--- src/rx_desc_pkg.sv ---
// Constants, field layouts and state codes for the receive descriptor queue handler.
package rx_desc_pkg;

	// Descriptor word offsets within the 16-byte structure.
	localparam logic [31:0] DESC_LINK  = 32'h0000_0000;
	localparam logic [31:0] DESC_BUF   = 32'h0000_0004;
	localparam logic [31:0] DESC_LEN   = 32'h0000_0008;
	localparam logic [31:0] DESC_FLAGS = 32'h0000_000c;
	localparam logic [31:0] NULL_LINK  = 32'h0000_0000;

	// Word 2 holds offset in the upper half and buffer length in the lower half.
	// Word 3 holds the flags in the upper half and packet length in the lower half.
	localparam int FLAG_FIRST     = 31;
	localparam int FLAG_LAST      = 30;
	localparam int FLAG_OWN       = 29;
	localparam int FLAG_QEND      = 28;
	localparam int FLAG_TDOWN     = 27;
	localparam int FLAG_CRC_KEPT  = 26;
	localparam int FLAG_JABBER    = 25;

	// Register byte addresses (low eight address bits).
	localparam logic [7:0] REG_CTRL   = 8'h00;
	localparam logic [7:0] REG_HEAD   = 8'h04;
	localparam logic [7:0] REG_OFFSET = 8'h08;
	localparam logic [7:0] REG_STATUS = 8'h0c;
	localparam logic [7:0] REG_CUR    = 8'h10;

	// Control bits.
	localparam int CTRL_START    = 0;
	localparam int CTRL_TEARDOWN = 1;
	localparam int CTRL_KEEP_ERR = 2;

	// Status bits.
	localparam int ST_RUNNING    = 0;
	localparam int ST_QEND       = 1;
	localparam int ST_TDOWN_DONE = 2;

	localparam logic [15:0] ZERO16 = 16'h0000;
	localparam logic [15:0] ONE16  = 16'h0001;
	localparam logic [1:0]  HRESP_OKAY = 2'h0;
	localparam logic [3:0]  BE_WORD = 4'hf;
	localparam logic [3:0]  BE_BYTE0 = 4'h1;

	typedef enum logic [11:0] {
		ST_IDLE     = 12'h001,
		ST_RD_BUF   = 12'h002,
		ST_RD_LEN   = 12'h004,
		ST_WAIT     = 12'h008,
		ST_WR_BYTE  = 12'h010,
		ST_WB_LEN   = 12'h020,
		ST_RD_NEXT  = 12'h040,
		ST_WB_FLAGS = 12'h080,
		ST_WB_FIRST = 12'h100,
		ST_DRAIN    = 12'h200,
		ST_TEARDOWN = 12'h400,
		ST_HALTED   = 12'h800
	} state_t;

endpackage

--- src/rx_descriptor_queue_handler.sv ---
// Receive descriptor walker: fills buffers from the receive stream and writes status back.
//
// Decided for this implementation: the register offsets and register access over AHB-Lite.
module rx_descriptor_queue_handler (
	input  wire logic        hclk,           // Bus and core clock.
	input  wire logic        hresetn,        // Asynchronous reset, active low.
	input  wire logic        ce,             // Clock enable; all state holds while low.
	input  wire logic        hsel,           // Slave select.
	input  wire logic [31:0] haddr,          // Byte address.
	input  wire logic [1:0]  htrans,         // Transfer type.
	input  wire logic        hwrite,         // Write when high.
	input  wire logic [2:0]  hsize,          // Transfer size, word only.
	input  wire logic [31:0] hwdata,         // Write data.
	input  wire logic        hready,         // Bus ready.
	output logic             hreadyout,      // Slave ready, always high.
	output logic [1:0]       hresp,          // Always OKAY.
	output logic [31:0]      hrdata,         // Read data.
	output logic             mem_req,        // Memory request, held until ack.
	output logic             mem_we,         // Memory write when high.
	output logic [31:0]      mem_addr,       // Memory byte address.
	output logic [3:0]       mem_be,         // Byte enables.
	output logic [31:0]      mem_wdata,      // Memory write data.
	input  wire logic [31:0] mem_rdata,      // Memory read data, valid with ack.
	input  wire logic        mem_ack,        // Memory completes request.
	input  wire logic        rx_valid,       // Receive byte valid.
	input  wire logic [7:0]  rx_data,        // Receive byte.
	input  wire logic        rx_last,        // Final byte of packet.
	input  wire logic        rx_jabber,      // Packet is a jabber frame.
	input  wire logic        rx_crc_present, // Packet data carries its CRC.
	output logic             rx_ready        // Byte accepted when high with valid.
);
	import rx_desc_pkg::*;

	state_t      state;
	state_t      next_state;
	logic [31:0] head;
	logic [31:0] cur;
	logic [31:0] first_addr;
	logic [31:0] link;
	logic [31:0] buf_ptr;
	logic [15:0] buf_len;
	logic [15:0] count;
	logic [15:0] pkt_len;
	logic [15:0] offset_setting;
	logic [7:0]  byte_q;
	logic        is_first;
	logic        last_seen;
	logic        keep_err;
	logic        qend;
	logic        tdown_done;
	logic        tdown_req;
	logic        crc_kept;
	logic        jabber;
	logic [7:0]  a_addr;
	logic        a_wr;

	function automatic logic [31:0] flag_word(input logic first, input logic last,
			input logic own, input logic qe, input logic crc, input logic jab,
			input logic [15:0] plen);
		logic [31:0] w;
		w = {ZERO16, plen};
		w[FLAG_FIRST] = first;
		w[FLAG_LAST] = last;
		w[FLAG_OWN] = own;
		w[FLAG_QEND] = qe;
		w[FLAG_CRC_KEPT] = crc;
		w[FLAG_JABBER] = jab;
		return w;
	endfunction

	// Bus side: zero wait states, so the data phase always completes at once.
	wire ahb_take   = hsel & hready & htrans[1];
	wire wr_ctrl    = a_wr & (a_addr == REG_CTRL);
	wire wr_head    = a_wr & (a_addr == REG_HEAD);
	wire wr_offset  = a_wr & (a_addr == REG_OFFSET);
	wire sw_start   = wr_ctrl & hwdata[CTRL_START];
	wire sw_tdown   = wr_ctrl & hwdata[CTRL_TEARDOWN];
	wire running    = (state != ST_HALTED);
	wire [31:0] ctrl_rd = {29'h0, keep_err, tdown_req, 1'b0};
	wire [31:0] stat_rd = {29'h0, tdown_done, qend, running};
	wire [31:0] rd_mux =
		(haddr[7:0] == REG_CTRL)   ? ctrl_rd :
		(haddr[7:0] == REG_HEAD)   ? head :
		(haddr[7:0] == REG_OFFSET) ? {ZERO16, offset_setting} :
		(haddr[7:0] == REG_STATUS) ? stat_rd :
		(haddr[7:0] == REG_CUR)    ? cur : 32'h0000_0000;

	assign hreadyout = 1'b1;
	assign hresp     = HRESP_OKAY;

	always_ff @(posedge hclk or negedge hresetn) begin
		if (!hresetn) begin
			a_wr <= 1'b0;
			a_addr <= 8'h00;
			hrdata <= 32'h0000_0000;
		end else if (ce) begin
			a_wr <= ahb_take & hwrite;
			a_addr <= haddr[7:0];
			if (ahb_take & !hwrite) begin
				hrdata <= rd_mux;
			end
		end
	end

	// Datapath decodes.
	wire         mem_done   = mem_req & mem_ack;
	wire         link_zero  = (mem_rdata == NULL_LINK);
	wire [15:0]  first_off  = is_first ? offset_setting : ZERO16;
	wire [15:0]  count_inc  = count + ONE16;
	wire         buf_full   = (count_inc == (buf_len - first_off));
	wire [31:0]  byte_addr  = buf_ptr + {ZERO16, first_off} + {ZERO16, count};
	wire         pkt_end    = last_seen | link_zero;
	wire         link_null  = (link == NULL_LINK);
	wire         start_pkt  = (state == ST_IDLE) & !tdown_req & (head != NULL_LINK) & rx_valid;

	assign rx_ready = (state == ST_WAIT) | (state == ST_DRAIN);

	always_comb begin
		next_state = state;
		unique case (state)
			ST_IDLE: begin
				if (tdown_req && head != NULL_LINK) begin
					next_state = ST_TEARDOWN;
				end else if (tdown_req || head == NULL_LINK) begin
					next_state = ST_HALTED;
				end else if (rx_valid) begin
					next_state = (rx_jabber & !keep_err) ? ST_DRAIN : ST_RD_BUF;
				end
			end
			ST_RD_BUF: if (mem_done) begin
				next_state = ST_RD_LEN;
			end
			ST_RD_LEN: if (mem_done) begin
				next_state = ST_WAIT;
			end
			ST_WAIT: if (rx_valid) begin
				next_state = ST_WR_BYTE;
			end
			ST_WR_BYTE: if (mem_done) begin
				next_state = (last_seen | buf_full) ? ST_WB_LEN : ST_WAIT;
			end
			ST_WB_LEN: if (mem_done) begin
				next_state = ST_RD_NEXT;
			end
			ST_RD_NEXT: if (mem_done) begin
				if (!pkt_end) begin
					next_state = ST_RD_BUF;
				end else begin
					next_state = is_first ? ST_WB_FIRST : ST_WB_FLAGS;
				end
			end
			ST_WB_FLAGS: if (mem_done) begin
				next_state = ST_WB_FIRST;
			end
			ST_WB_FIRST: if (mem_done) begin
				next_state = last_seen ? ST_IDLE : ST_DRAIN;
			end
			ST_DRAIN: if (rx_valid & rx_last) begin
				next_state = ST_IDLE;
			end
			ST_TEARDOWN: if (mem_done) begin
				next_state = ST_HALTED;
			end
			ST_HALTED: if (sw_start) begin
				next_state = ST_IDLE;
			end
			default: next_state = ST_HALTED;
		endcase
	end

	// Memory request. Link and buffer address words are only ever read.
	// no link or pointer writes
	assign mem_req = (state == ST_RD_BUF) | (state == ST_RD_LEN) | (state == ST_WR_BYTE) |
		(state == ST_WB_LEN) | (state == ST_RD_NEXT) | (state == ST_WB_FLAGS) |
		(state == ST_WB_FIRST) | (state == ST_TEARDOWN);
	assign mem_we = (state == ST_WR_BYTE) | (state == ST_WB_LEN) | (state == ST_WB_FLAGS) |
		(state == ST_WB_FIRST) | (state == ST_TEARDOWN);
	assign mem_be = (state == ST_WR_BYTE) ? (BE_BYTE0 << byte_addr[1:0]) : BE_WORD;

	always_comb begin
		mem_addr = cur + DESC_FLAGS;
		mem_wdata = 32'h0000_0000;
		unique case (state)
			ST_RD_BUF: mem_addr = cur + DESC_BUF;
			ST_RD_LEN: mem_addr = cur + DESC_LEN;
			ST_WR_BYTE: begin
				mem_addr = byte_addr;
				mem_wdata = {4{byte_q}};
			end
			ST_WB_LEN: begin
				mem_addr = cur + DESC_LEN;
				mem_wdata = {first_off, count};
			end
			ST_RD_NEXT: mem_addr = cur + DESC_LINK;
			ST_WB_FLAGS: begin
				mem_wdata = flag_word(1'b0, 1'b1, 1'b1, link_null, 1'b0, 1'b0, ZERO16);
			end
			ST_WB_FIRST: begin
				mem_addr = first_addr + DESC_FLAGS;
				mem_wdata = flag_word(1'b1, is_first, 1'b0, is_first & link_null,
					crc_kept, jabber, pkt_len);
			end
			ST_TEARDOWN: begin
				mem_addr = head + DESC_FLAGS;
				mem_wdata[FLAG_TDOWN] = 1'b1;
			end
			default: mem_addr = cur + DESC_FLAGS;
		endcase
	end

	always_ff @(posedge hclk or negedge hresetn) begin
		if (!hresetn) begin
			state <= ST_HALTED;
		end else if (ce) begin
			state <= next_state;
		end
	end

	// Control and status; a hardware set wins over a same-cycle software clear.
	always_ff @(posedge hclk or negedge hresetn) begin
		if (!hresetn) begin
			keep_err <= 1'b0;
			offset_setting <= ZERO16;
			tdown_req <= 1'b0;
			qend <= 1'b0;
			tdown_done <= 1'b0;
		end else if (ce) begin
			if (wr_ctrl) begin
				keep_err <= hwdata[CTRL_KEEP_ERR];
			end
			if (wr_offset) begin
				offset_setting <= hwdata[15:0];
			end
			if (sw_start) begin
				qend <= 1'b0;
				tdown_done <= 1'b0;
			end
			if (sw_tdown) begin
				tdown_req <= 1'b1;
			end
			if (state == ST_IDLE && next_state == ST_HALTED && !tdown_req) begin
				qend <= 1'b1;
			end
			if ((state == ST_TEARDOWN && mem_done) ||
					(tdown_req && (state == ST_HALTED || next_state == ST_HALTED))) begin
				tdown_done <= 1'b1;
				tdown_req <= 1'b0;
			end
		end
	end

	// Queue head: software loads it while halted, hardware advances it per packet.
	always_ff @(posedge hclk or negedge hresetn) begin
		if (!hresetn) begin
			head <= NULL_LINK;
		end else if (ce) begin
			if (wr_head && state == ST_HALTED) begin
				head <= hwdata;
			end else if (state == ST_WB_FIRST && mem_done) begin
				head <= link;
			end
		end
	end

	// Packet and descriptor tracking.
	always_ff @(posedge hclk or negedge hresetn) begin
		if (!hresetn) begin
			cur <= NULL_LINK;
			first_addr <= NULL_LINK;
			link <= NULL_LINK;
			buf_ptr <= 32'h0000_0000;
			buf_len <= ZERO16;
			count <= ZERO16;
			pkt_len <= ZERO16;
			byte_q <= 8'h00;
			is_first <= 1'b0;
			last_seen <= 1'b0;
			crc_kept <= 1'b0;
			jabber <= 1'b0;
		end else if (ce) begin
			if (start_pkt) begin
				cur <= head;
				first_addr <= head;
				is_first <= 1'b1;
				last_seen <= 1'b0;
				pkt_len <= ZERO16;
				crc_kept <= rx_crc_present;
				jabber <= rx_jabber;
			end
			if (state == ST_RD_BUF && mem_done) begin
				buf_ptr <= mem_rdata;
			end
			if (state == ST_RD_LEN && mem_done) begin
				buf_len <= mem_rdata[15:0];
				count <= ZERO16;
			end
			if (state == ST_WAIT && rx_valid) begin
				byte_q <= rx_data;
				last_seen <= rx_last;
			end
			if (state == ST_WR_BYTE && mem_done) begin
				count <= count_inc;
				pkt_len <= pkt_len + ONE16;
			end
			if (state == ST_RD_NEXT && mem_done) begin
				link <= mem_rdata;
				if (!pkt_end) begin
					cur <= mem_rdata;
					is_first <= 1'b0;
				end
			end
		end
	end

endmodule

--- config.mk ---
export PLATFORM = sky130hd
export DESIGN_NAME = rx_descriptor_queue_handler
export DESIGN_NICKNAME = d
export VERILOG_FILES = /design/src/rx_desc_pkg.sv /design/src/rx_descriptor_queue_handler.sv
export SDC_FILE = /design/constraint.sdc
export NUM_CORES = 1
export LEC_CHECK = 0
export BUFFER_PORTS_ARGS = -buffer_cell sky130_fd_sc_hd__buf_2
export CAP_MARGIN = 5
export CORE_MARGIN = 5
export CORE_UTILIZATION = 40
export DETAILED_ROUTE_END_ITERATION = 6
export HOLD_SLACK_MARGIN = 0.1
export PLACE_DENSITY_LB_ADDON = 0.05
export SLEW_MARGIN = 30
export SYNTH_ARGS = -nofsm -noshare
export SYNTH_HDL_FRONTEND = slang
export SYNTH_SLANG_ARGS = --single-unit
--- constraint.sdc ---
create_clock -name hclk -period 8.6 [get_ports hclk]
set_input_delay 0.86 -clock hclk [delete_from_list [all_inputs] [get_ports hclk]]
set_output_delay 0.86 -clock hclk [all_outputs]
set_load 0.1 [all_outputs]
==> impl_metrics.env, run 1 <==
export IMPL_multi_input_area_sq_um=10900
export IMPL_holdWs_ps=162
export IMPL_cts_sinks=293
export IMPL_finalCritPeriodShare=0.810
export IMPL_cp_end_kind="output pin"
export IMPL_path_max_fanout=20
export IMPL_final_cell_mix="292 x dfrtp_1, 204 x nand2_1, 193 x buf_2"
export IMPL_postCtsSetupBuffers=0
export IMPL_antenna_found_initial=2
export IMPL_grt_pass1_vias=17014
export IMPL_tightest_slew_ps=959
export IMPL_fillers=4564
export IMPL_ys_seq_elements=293
export IMPL_rsz0062_at_grt="no"
export IMPL_min_path_type="in2async"
export IMPL_ant_nets=0
export IMPL_n_antenna_cell=0
export IMPL_crit_cells=15
export IMPL_drt_first_iter_violations=1874
export IMPL_yosys_warnings=0
export IMPL_worstPathRequired_ps=7740
export IMPL_clock_path_buffers=3
export IMPL_clock_latency_ps=570
export IMPL_crit_slowest_cell="dfrtp_1"
export IMPL_io_buffers=194
export IMPL_clk_pin_slew_ps=60
export IMPL_power_density_nw_per_um2=177
export IMPL_relSlewSlack=0.359
export IMPL_dieArea_sq_um=51700
export IMPL_grt_start_max_net_pins=107
export IMPL_num_nets_final=2378
export IMPL_drt_first_pass_iters=6
export IMPL_path_class="reg2out"
export IMPL_fin_tns_setup_ps=0
export IMPL_synth_simple_gate_area_share=0.177
export IMPL_final_common_cell="dfrtp_1"
export IMPL_crit_path_max_incr_delay_ps=850
export IMPL_gp_congestion=0.916
export IMPL_dp_hpwl_mm=58.6
export IMPL_area_delta_synth_final_pct=15.0
export IMPL_synth_top_area_frac=0.387
export IMPL_synth_seq_area_share=0.388
export IMPL_die_x_microns=227
export IMPL_synthXorXnorAreaFrac=0.0454
export IMPL_synth_distinct_cells=82
export IMPL_fmax_mhz=143
export IMPL_drc=0
export IMPL_syn_area_per_cell_sq_um=9.15
export IMPL_chipHeight_microns=227
export IMPL_synth_compound_area_share=0.197
export IMPL_core_sq_um=46700
export IMPL_drv_slew=0
export IMPL_cts_tree="built"
export IMPL_synthTopCellsByArea="dfrtp_1 39%, mux2_2 8.8%, nand2_1 4.1%, o21ai_0 4.0%, a21oi_1 3.6%"
export IMPL_synthArstFlopShare=1.00
export IMPL_htreeDepth=2
export IMPL_rr_worst_depth=13
export IMPL_irDropWorstVdd_uv=168
export IMPL_final_setup_viol_count=0
export IMPL_cts_resized=0
export IMPL_regArea_sq_um=7330
export IMPL_status="finished, final reports clean"
export IMPL_start_util=0.405
export IMPL_grtUsageTotal=0.300
export IMPL_synth_cells=2065
export IMPL_synthAdderAreaFrac=0.0456
export IMPL_synth_top_family_by_area="compound AO/OA/AOI/OAI gates"
export IMPL_power_mw=3.84
export IMPL_final_util=0.466
export IMPL_cp_start_kind="flop"
export IMPL_skew_ps=15.4
export IMPL_cp_arrival_ps=6110
export IMPL_final_hold_violation_count=0
export IMPL_final_min_clock_period_ps=6970
export IMPL_dp_cells=2766
export IMPL_synthFlopType="dfrtp_1"
export IMPL_wire_per_inst_microns=27.8
export IMPL_maxCapViolCount=0
export IMPL_synth_top_cell_by_area="dfrtp_1"
export IMPL_syn_area_sq_um=18900
export IMPL_vias=17641
export IMPL_synth_edf_count=0
export IMPL_synthMuxAreaShare=0.107
export IMPL_grt_overflow_total=0
export IMPL_hold_buffers=0
export IMPL_crit_family="compound AO/OA/AOI/OAI gates"
export IMPL_drt_wl_total_mm=78.6
export IMPL_critPathBufInv=2
export IMPL_viasPerCell=6.22
export IMPL_layout_drive_gt1_share=0.212
export IMPL_p_leak_nw=9.87
export IMPL_layoutNonFillerInstCount=2834
export IMPL_cts_root_buf="clkbuf_16"
export IMPL_ioPinCount=226
export IMPL_worstPathCellList="nand2_1 -> inv_1 -> fa_1 -> ha_1 -> fa_1 -> a21o_1 -> a21o_1 -> a2111oi_0 -> o41ai_2 -> nand4_1 -> o2bb2ai_1 -> nor3_1 -> xnor2_1 -> o221ai_1 -> buf_2"
export IMPL_rows=79
export IMPL_cts_buffers=37
export IMPL_grt_pass1_wl_mm=116
[state kept, by name, indices dropped and copies added, names as in the netlist, 8 cells and up]
name            cells
hrdata             32
buf_len            16
first_addr         32
count              16
head               32
buf_ptr            32
link               32
pkt_len            16
byte_q              8
a_addr              8
cur                32
state              12
offset_setting     16
[where the power goes]
part	leakage (nW)	total [mW]	internal (mW)	switching, mW
Combinational	5.27	0.697	0.145	0.552
Sequential	3.99	1.51	1.45	0.0631
Clock	0.613	1.63	0.969	0.664
Total	9.87	3.84	2.56	1.28
[cells by family (layout without fill, tap and decap cells)]
logic type | count (synthesis) | count (layout)
buffers and inverters | 187 | 348
and+or+nand+nor | 670 | 670
DFF | 293 | 293
xor gates and xnor gates | 98 | 98
adders and majority gates | 58 | 58
AOI/OAI and AO/OA | 573 | 573
other | 2 | 3
muxes | 184 | 184
[routing by layer]
layer	global-route usage	part of all wire
met3	0.0673	0.088
met1	0.456	0.46
met2	0.434	0.43
met4	0.0741	0.025
met5	0	0.00017
[worst reg2reg max path, cell delays in order (launching register included)]
cell and delay, ps:
dfrtp_1 850, nand2_1 340, inv_1 160, ha_1 180
fa_1 210, nor2b_1 70, o21bai_1 350, a21boi_0 290
o21ai_0 430, o21ai_0 130, a2111oi_0 660, nand4_1 160
a2111o_1 430, a21o_1 180
[synthesized netlist by cell type, drive strengths merged (40+ instances only)]
library cell and n:
inv 48, mux2 148, nand3 61, a22oi 40, ha 40, o21ai 157
nor3 43, xnor2 65, clkbuf 101, a21oi 136, nor2 159, nor4 44
nand2 205, dfrtp 292
[path summary, 6_finish.rpt]
path,start,to,slack (ps)
hold / removal,hresetn,pkt_len[5]$_DFFE_PN0P_,160
setup reg to reg,is_first$_DFFE_PN0P_,state[3]$_DFFE_PN0P_,4030
max in group asynchronous,hresetn,link[30]$_DFFE_PN0P_,6850
setup / recovery,is_first$_DFFE_PN0P_,mem_addr[29],1630
min in group hclk,tdown_done$_DFFE_PN0P_,tdown_done$_DFFE_PN0P_,480
hold reg to reg,tdown_done$_DFFE_PN0P_,tdown_done$_DFFE_PN0P_,480
[final cells by class]
| cell class | instances | share of cell area |
|---|---|---|
| multi-input combinational | 1586 | 0.501 |
| clock buffer | 54 | 0.0497 |
| sequential | 293 | 0.337 |
| tap | 607 | 0.0350 |
| clock inverter | 12 | 0.00772 |
| inverter | 48 | 0.00829 |
| timing repair buffer | 234 | 0.0610 |
[metrics by stage]
step / cell area, sq um / setup slack (ps)
floorplan: 18900 / 1790
global placement: 20400 / 2310
detailed placement: 20400 / 2240
CTS: 21700 / 1610
global route: 21700 / 1360
finish: 21700 / 1630
(Power assumes the default switching activity.)
==> run 2: changes to the inputs <==
--- a/config.mk
+++ b/config.mk
@@ -5,6 +5,7 @@
 export SDC_FILE = /design/constraint.sdc
 export NUM_CORES = 1
 export LEC_CHECK = 0
+export ABC_AREA = 1
 export BUFFER_PORTS_ARGS = -buffer_cell sky130_fd_sc_hd__buf_2
 export CAP_MARGIN = 5
 export CORE_MARGIN = 5
==> constraint.sdc (replaced) <==
create_clock -name hclk -period 6.2 [get_ports hclk]
set_input_delay 0.62 -clock hclk [delete_from_list [all_inputs] [get_ports hclk]]
set_output_delay 0.62 -clock hclk [all_outputs]
set_load 0.1 [all_outputs]
==> impl_metrics.env, run 2 <==
export IMPL_syn_area_per_cell_sq_um=6.94
export IMPL_internal_power_mw=3.81
export IMPL_ys_seq_elements=293
export IMPL_worst_path_most_repeated_cell="nand2_1"
export IMPL_clock_path_buffers=3
export IMPL_cp_arrival_ps=5200
export IMPL_syn_area_sq_um=20500
export IMPL_synthArstFlopShare=1.00
export IMPL_yosys_warnings=0
export IMPL_critPathBufInv=4
export IMPL_drt_wl_total_mm=87.1
export IMPL_drc=0
export IMPL_vias=21291
export IMPL_drv_slew=0
export IMPL_crit_slowest_cell="dfrtp_1"
export IMPL_relSlewSlack=0.356
export IMPL_die_x_microns=236
export IMPL_synth_most_common_cell="nand2_1"
export IMPL_cts_sinks=293
export IMPL_netSwitchingPower_mw=2.19
export IMPL_final_common_cell="nand2_1"
export IMPL_antenna_found_initial=0
export IMPL_core_sq_um=51100
export IMPL_setup_ws_ps=384
export IMPL_p_seq_frac=0.360
export IMPL_synth_seq_area_share=0.357
export IMPL_start_util=0.402
export IMPL_area_delta_synth_final_pct=14.4
export IMPL_final_cell_mix="778 x nand2_1, 399 x inv_1, 312 x o21ai_0"
export IMPL_clk_pin_slew_ps=60
export IMPL_synth_cells=2955
export IMPL_skew_ps=15.4
export IMPL_synthFlopType="dfrtp_1"
export IMPL_io_buffers=194
export IMPL_viasPerCell=5.59
export IMPL_worstPathRequired_ps=5580
export IMPL_finalCritPeriodShare=0.938
export IMPL_ioPinCount=226
export IMPL_htreeDepth=2
export IMPL_maxCapViolCount=0
export IMPL_path_class="reg2out"
export IMPL_crit_family="simple AND/OR/NAND/NOR gates"
export IMPL_p_clk_frac=0.405
export IMPL_path_max_fanout=17
export IMPL_synth_distinct_cells=66
export IMPL_synth_edf_count=0
export IMPL_wire_per_inst_microns=22.9
export IMPL_synth_top_cell_by_area="dfrtp_1"
export IMPL_gp_congestion=1.01
export IMPL_ant_nets=0
export IMPL_final_hold_violation_count=0
export IMPL_status="finished, final reports clean"
export IMPL_cts_buffers=39
export IMPL_grtUsageTotal=0.303
export IMPL_cp_start_kind="flop"
export IMPL_grt_pass1_vias=20348
export IMPL_final_util=0.459
export IMPL_place_ws_ps=886
export IMPL_synth_top_area_frac=0.356
export IMPL_tightest_slew_ps=966
export IMPL_irDropWorstVdd_uv=191
export IMPL_final_setup_viol_count=0
export IMPL_p_leak_nw=11.4
export IMPL_swShare=0.365
export IMPL_ys_top_cells_by_count="780 x nand2_1, 399 x inv_1, 312 x o21ai_0, 292 x dfrtp_1, 193 x nor2_1"
export IMPL_num_nets_final=3274
export IMPL_chipHeight_microns=236
export IMPL_fmax_mhz=172
export IMPL_crit_path_max_incr_delay_ps=730
export IMPL_rsz0062_at_grt="no"
export IMPL_drt_first_pass_iters=6
export IMPL_dieArea_sq_um=55900
export IMPL_grt_overflow_total=0
export IMPL_cp_end_kind="output pin"
export IMPL_power_density_nw_per_um2=256
export IMPL_final_min_clock_period_ps=5820
export IMPL_cts_tree="built"
export IMPL_min_path_type="in2reg"
export IMPL_worstPathCellList="nand2_1 -> inv_1 -> fa_1 -> ha_1 -> inv_1 -> nor4_1 -> inv_1 -> o21ai_0 -> nand2_1 -> nand2_1 -> nand2_1 -> a21boi_0 -> o21ai_0 -> nand3_1 -> buf_2"
export IMPL_grt_pass1_wl_mm=130
export IMPL_power_mw=6.00
export IMPL_drt_first_iter_violations=1748
export IMPL_cts_root_buf="clkbuf_16"
export IMPL_grt_start_max_net_pins=114
export IMPL_fin_tns_setup_ps=0
export IMPL_p_comb_frac=0.235
export IMPL_rows=83
export IMPL_dp_hpwl_mm=68.9
export IMPL_synthTopCellsByArea="dfrtp_1 36%, nand2_1 14%, o21ai_0 7.6%, inv_1 7.3%, nand3_1 4.3%"
export IMPL_clock_latency_ps=570
export IMPL_layout_drive_gt1_share=0.127
-- run 2: cell types whose count changed after synthesis, moves of 56 or more --
cell | before | now
nand3_1 | 61 | 178
a21oi_1 | 136 | 80
inv_1 | 47 | 399
mux2_2 | 148 | 9
nand2_1 | 205 | 780
o21ai_0 | 151 | 312
xnor2_1 | 65 | 7
-- run 2: final timing paths --
path | slack [ps] | start | endpoint | cells after the start
worst max-delay path | 380 | is_first$_DFFE_PN0P_ | mem_addr[22] | 15
worst min-delay path | 270 | haddr[6] | a_addr[6]$_DFFE_PN0P_ | 3
worst max register to register | 1860 | state[11]$_DFFE_PN1P_ | pkt_len[2]$_DFFE_PN0P_ | 15
worst min register to register | 470 | hrdata[22]$_DFFE_PN0P_ | hrdata[22]$_DFFE_PN0P_ | 2
max in group asynchronous | 4700 | hresetn | hrdata[23]$_DFFE_PN0P_ | 4
min in group asynchronous | 510 | hresetn | a_addr[7]$_DFFE_PN0P_ | 2
-- run 2: routing by layer --
| layer | wire length, microns | track usage |
|---|---|---|
| met1 | 35300 | 0.381 |
| met2 | 41300 | 0.508 |
| met3 | 5230 | 0.0465 |
| met4 | 5250 | 0.150 |
| met5 | 0 | 0 |
-- run 2: cell families (layout without fill, tap and decap cells) --
group	Yosys count	after routing	synth area share
muxes	9	9	0.00494
xor gates and xnor gates	25	25	0.0107
buffers and inverters	540	710	0.102
DFF	293	293	0.357
AOI/OAI and AO/OA	670	670	0.193
adders and majority gates	58	58	0.0420
and+or+nand+nor	1358	1358	0.290
other	2	4	0.000366
-- run 2: through the flow --
stage	hold WS, ps	std cells	instance area [sq um]
2_1_floorplan	324	2956	20500
5_1_grt	279	3806	23500
3_3_place_gp	459	3732	22000
4_1_cts	128	3804	23400
3_5_place_dp	461	3733	22100
6_report	273	3807	23500
-- run 2: final cells by class --
cell class                      instances  area, sq um
Fill cell                            5457        27600
Multi-Input combinational cell       2123        11100
Sequential cell                       293         7330
Inverter                              419         1570
Timing Repair Buffer                  220         1230
Clock buffer                           56         1130
Tap cell                              680          851
Clock inverter                         15          230
Antenna cell                            1         2.50
-- run 2: power by group through the flow --
stage | combinational, mW | clock, mW | sequential (mW)
final | 1.41 | 2.43 | 2.16
after global routing | 1.51 | 2.55 | 2.17
after CTS | 1.41 | 2.48 | 2.15
after detailed placement | 1.41 | 0 | 2.19
after global placement | 1.39 | 0 | 2.19
after floorplan | 0.991 | 0 | 2.13
-- run 2: worst min-delay path, stage by stage --
cell     delay (ps)
buf_2            90
nand2_1          40
nand2_1          50
-- run 2: repair_timing --
item,in CTS,in global routing
hold buffers,0,1
setup buffers,0,0
endpoints found under the hold margin,0,26
endpoints found under the setup margin,0,5
resized for setup,0,1
==> run 3: changes to the inputs <==
--- a/config.mk
+++ b/config.mk
@@ -5,12 +5,11 @@
 export SDC_FILE = /design/constraint.sdc
 export NUM_CORES = 1
 export LEC_CHECK = 0
-export ABC_AREA = 1
 export BUFFER_PORTS_ARGS = -buffer_cell sky130_fd_sc_hd__buf_2
-export CAP_MARGIN = 5
 export CORE_MARGIN = 5
 export CORE_UTILIZATION = 40
 export DETAILED_ROUTE_END_ITERATION = 6
+export GPL_TIMING_DRIVEN = 0
 export HOLD_SLACK_MARGIN = 0.1
 export PLACE_DENSITY_LB_ADDON = 0.05
 export SLEW_MARGIN = 30
==> impl_metrics.env, run 3 (synthesized netlist as in run 1, its figures left out) <==
export IMPL_topRoutingLayerUsed="met4"
export IMPL_ioPinCount=226
export IMPL_dieArea_sq_um=51700
export IMPL_path_max_fanout=11
export IMPL_core_sq_um=46700
export IMPL_tightest_slew_ps=992
export IMPL_reg2reg_to="count[15]$_DFFE_PN0P_"
export IMPL_num_nets_final=2482
export IMPL_drc=0
export IMPL_cp_end_kind="output pin"
export IMPL_worst_path_most_repeated_cell="a21o_1"
export IMPL_final_setup_viol_count=0
export IMPL_place_ws_ps=-295
export IMPL_layout_drive_gt1_share=0.196
export IMPL_grt_pass1_wl_mm=122
export IMPL_cp_start_kind="flop"
export IMPL_drt_first_pass_iters=6
export IMPL_drv_slew=0
export IMPL_grt_start_max_net_pins=81
export IMPL_grtUsageTotal=0.321
export IMPL_start_util=0.405
export IMPL_clock_latency_ps=580
export IMPL_final_common_cell="dfrtp_1"
export IMPL_fmax_mhz=168
export IMPL_dp_cells=2872
export IMPL_cts_sinks=293
export IMPL_crit_slowest_cell="o41ai_1"
export IMPL_setup_ws_ps=239
export IMPL_wl_met2_mm=36.5
export IMPL_clock_path_buffers=3
export IMPL_skew_ps=23.3
export IMPL_internal_power_mw=3.57
export IMPL_dpl_cell_area_sq_um=20800
export IMPL_ant_nets=0
export IMPL_met3_length_mm=7.09
export IMPL_min_path_type="in2reg"
export IMPL_status="finished, final reports clean"
export IMPL_fin_area_sq_um=22100
export IMPL_crit_cells=15
export IMPL_io_buffers=193
export IMPL_finalCritPeriodShare=0.961
export IMPL_layoutNonFillerInstCount=2941
export IMPL_vias=18516
export IMPL_critPathBufInv=3
export IMPL_final_cell_mix="291 x dfrtp_1, 205 x nand2_1, 202 x buf_2"
export IMPL_path_class="reg2out"
export IMPL_relSlewSlack=0.339
export IMPL_viasPerCell=6.30
export IMPL_grt_overflow_total=0
export IMPL_rr_worst_depth=11
export IMPL_drt_first_iter_violations=1608
export IMPL_rows=79
export IMPL_htreeDepth=2
export IMPL_area_delta_synth_final_pct=16.9
export IMPL_r2r_slack_ps=1630
export IMPL_clk_pin_slew_ps=60
export IMPL_grt_pass1_vias=17515
export IMPL_crit_path_start="is_first$_DFFE_PN0P_"
export IMPL_antenna_found_initial=1
export IMPL_postCtsSetupBuffers=0
export IMPL_p_comb_frac=0.187
export IMPL_worstPathCellList="buf_2 -> nand2_1 -> inv_1 -> fa_1 -> ha_1 -> a21o_1 -> a21o_1 -> a2111oi_2 -> o41ai_1 -> nand4_1 -> o2bb2ai_2 -> nor4_1 -> xnor2_1 -> o21ai_1 -> buf_4"
export IMPL_p_seq_frac=0.389
export IMPL_dp_hpwl_mm=66.4
export IMPL_chipHeight_microns=227
export IMPL_cts_tree="built"
export IMPL_crit_path_max_incr_delay_ps=890
export IMPL_rsz0062_at_grt="no"
export IMPL_power_mw=5.38
export IMPL_die_x_microns=227
export IMPL_rr_startpoint="state[1]$_DFFE_PN0P_"
export IMPL_netSwitchingPower_mw=1.80
export IMPL_swShare=0.336
export IMPL_maxCapViolCount=0
export IMPL_worstPathRequired_ps=5580
export IMPL_holdWs_ps=284
export IMPL_cts_buffers=37
export IMPL_crit_family="compound AO/OA/AOI/OAI gates"
export IMPL_wl_met1_mm=38.4
export IMPL_final_hold_violation_count=0
export IMPL_irDropWorstVdd_uv=205
export IMPL_gp_congestion=0.955
export IMPL_final_min_clock_period_ps=5960
export IMPL_drt_wl_total_mm=84.9
export IMPL_cts_root_buf="clkbuf_16"
export IMPL_setup_worst_path_end="mem_addr[27]"
export IMPL_p_leak_nw=9.97
export IMPL_p_clk_frac=0.424
export IMPL_wire_per_inst_microns=28.9
export IMPL_power_density_nw_per_um2=243
export IMPL_cp_arrival_ps=5340
## run 3: cell count changes in the layout (fill, tap and decap cells not counted), sizes merged, moves of 25 or more
cell,before,now
a211oi,33,8
a21oi,81,136
a22oi,3,40
and3,3,32
clkbuf,56,155
inv,418,50
mux2,9,148
mux2i,0,36
nand2,808,205
nand3,181,61
nor2,222,159
o21ai,352,157
o22ai,88,37
xnor2,7,65
## run 3: final cells by class
| class | count | area, sq um |
|---|---|---|
| timing repair buffer | 200 | 1130 |
| multi-input combinational | 1586 | 10800 |
| tap | 607 | 759 |
| antenna | 1 | 2.50 |
| clock inverter | 13 | 175 |
| fill | 4583 | 24600 |
| sequential | 293 | 7330 |
| clock buffer | 55 | 1080 |
| inverter | 48 | 180 |
| buffer | 138 | 573 |
## run 3: power by group through the flow
stage          logic, mW  clock network (mW)  registers [mW]
2_1_floorplan      0.363                   0            2.43
3_3_place_gp       0.982                   0            2.12
3_5_place_dp       0.994                   0            2.12
4_1_cts            0.998                2.31            2.09
5_1_grt             1.05                2.38            2.10
6_report            1.00                2.28            2.09
## run 3: stage by stage
| step | setup TNS, ps | utilization |
|---|---|---|
| after floorplan | 0 | - |
| after global placement | -401660 | 0.442 |
| after detailed placement | -1930 | 0.445 |
| after CTS | 0 | 0.473 |
| after global routing | 0 | 0.473 |
| final | 0 | 0.473 |
## run 3: how the worst min path moves through the flow
stage / start / endpoint / cells past startpoint
detailed placement: tdown_done$_DFFE_PN0P_ / tdown_done$_DFFE_PN0P_ / 1
finish: rx_data[1] / byte_q[1]$_DFFE_PN0P_ / 2
CTS: rx_data[0] / byte_q[0]$_DFFE_PN0P_ / 2
global placement: first_addr[12]$_DFFE_PN0P_ / first_addr[12]$_DFFE_PN0P_ / 2
floorplan: hresetn / a_addr[0]$_DFFE_PN0P_ / 0
global route: rx_data[5] / byte_q[5]$_DFFE_PN0P_ / 2
## run 3: repair_timing
item	in CTS	in global routing
hold buffers	1	0
cloned	0	0
resized for setup	12	2
endpoints found under the hold margin	32	0
endpoints found under the setup margin	19	11
## run 3: worst register-to-register path: cells and delay by family (launching register included)
| kind | cells | cell delay (ps) |
|---|---|---|
| and+or+nand+nor | 5 | 2440 |
| buffers and inverters | 3 | 670 |
| AOI/OAI and AO/OA | 3 | 980 |
| DFF | 1 | 350 |
## run 3: per-layer routing
metal | up-vias | track usage
met5 | - | 0
met4 | 0 | 0.0957
met3 | 159 | 0.0642
met2 | 885 | 0.482
met1 | 9337 | 0.472
li1 | 8135 | -
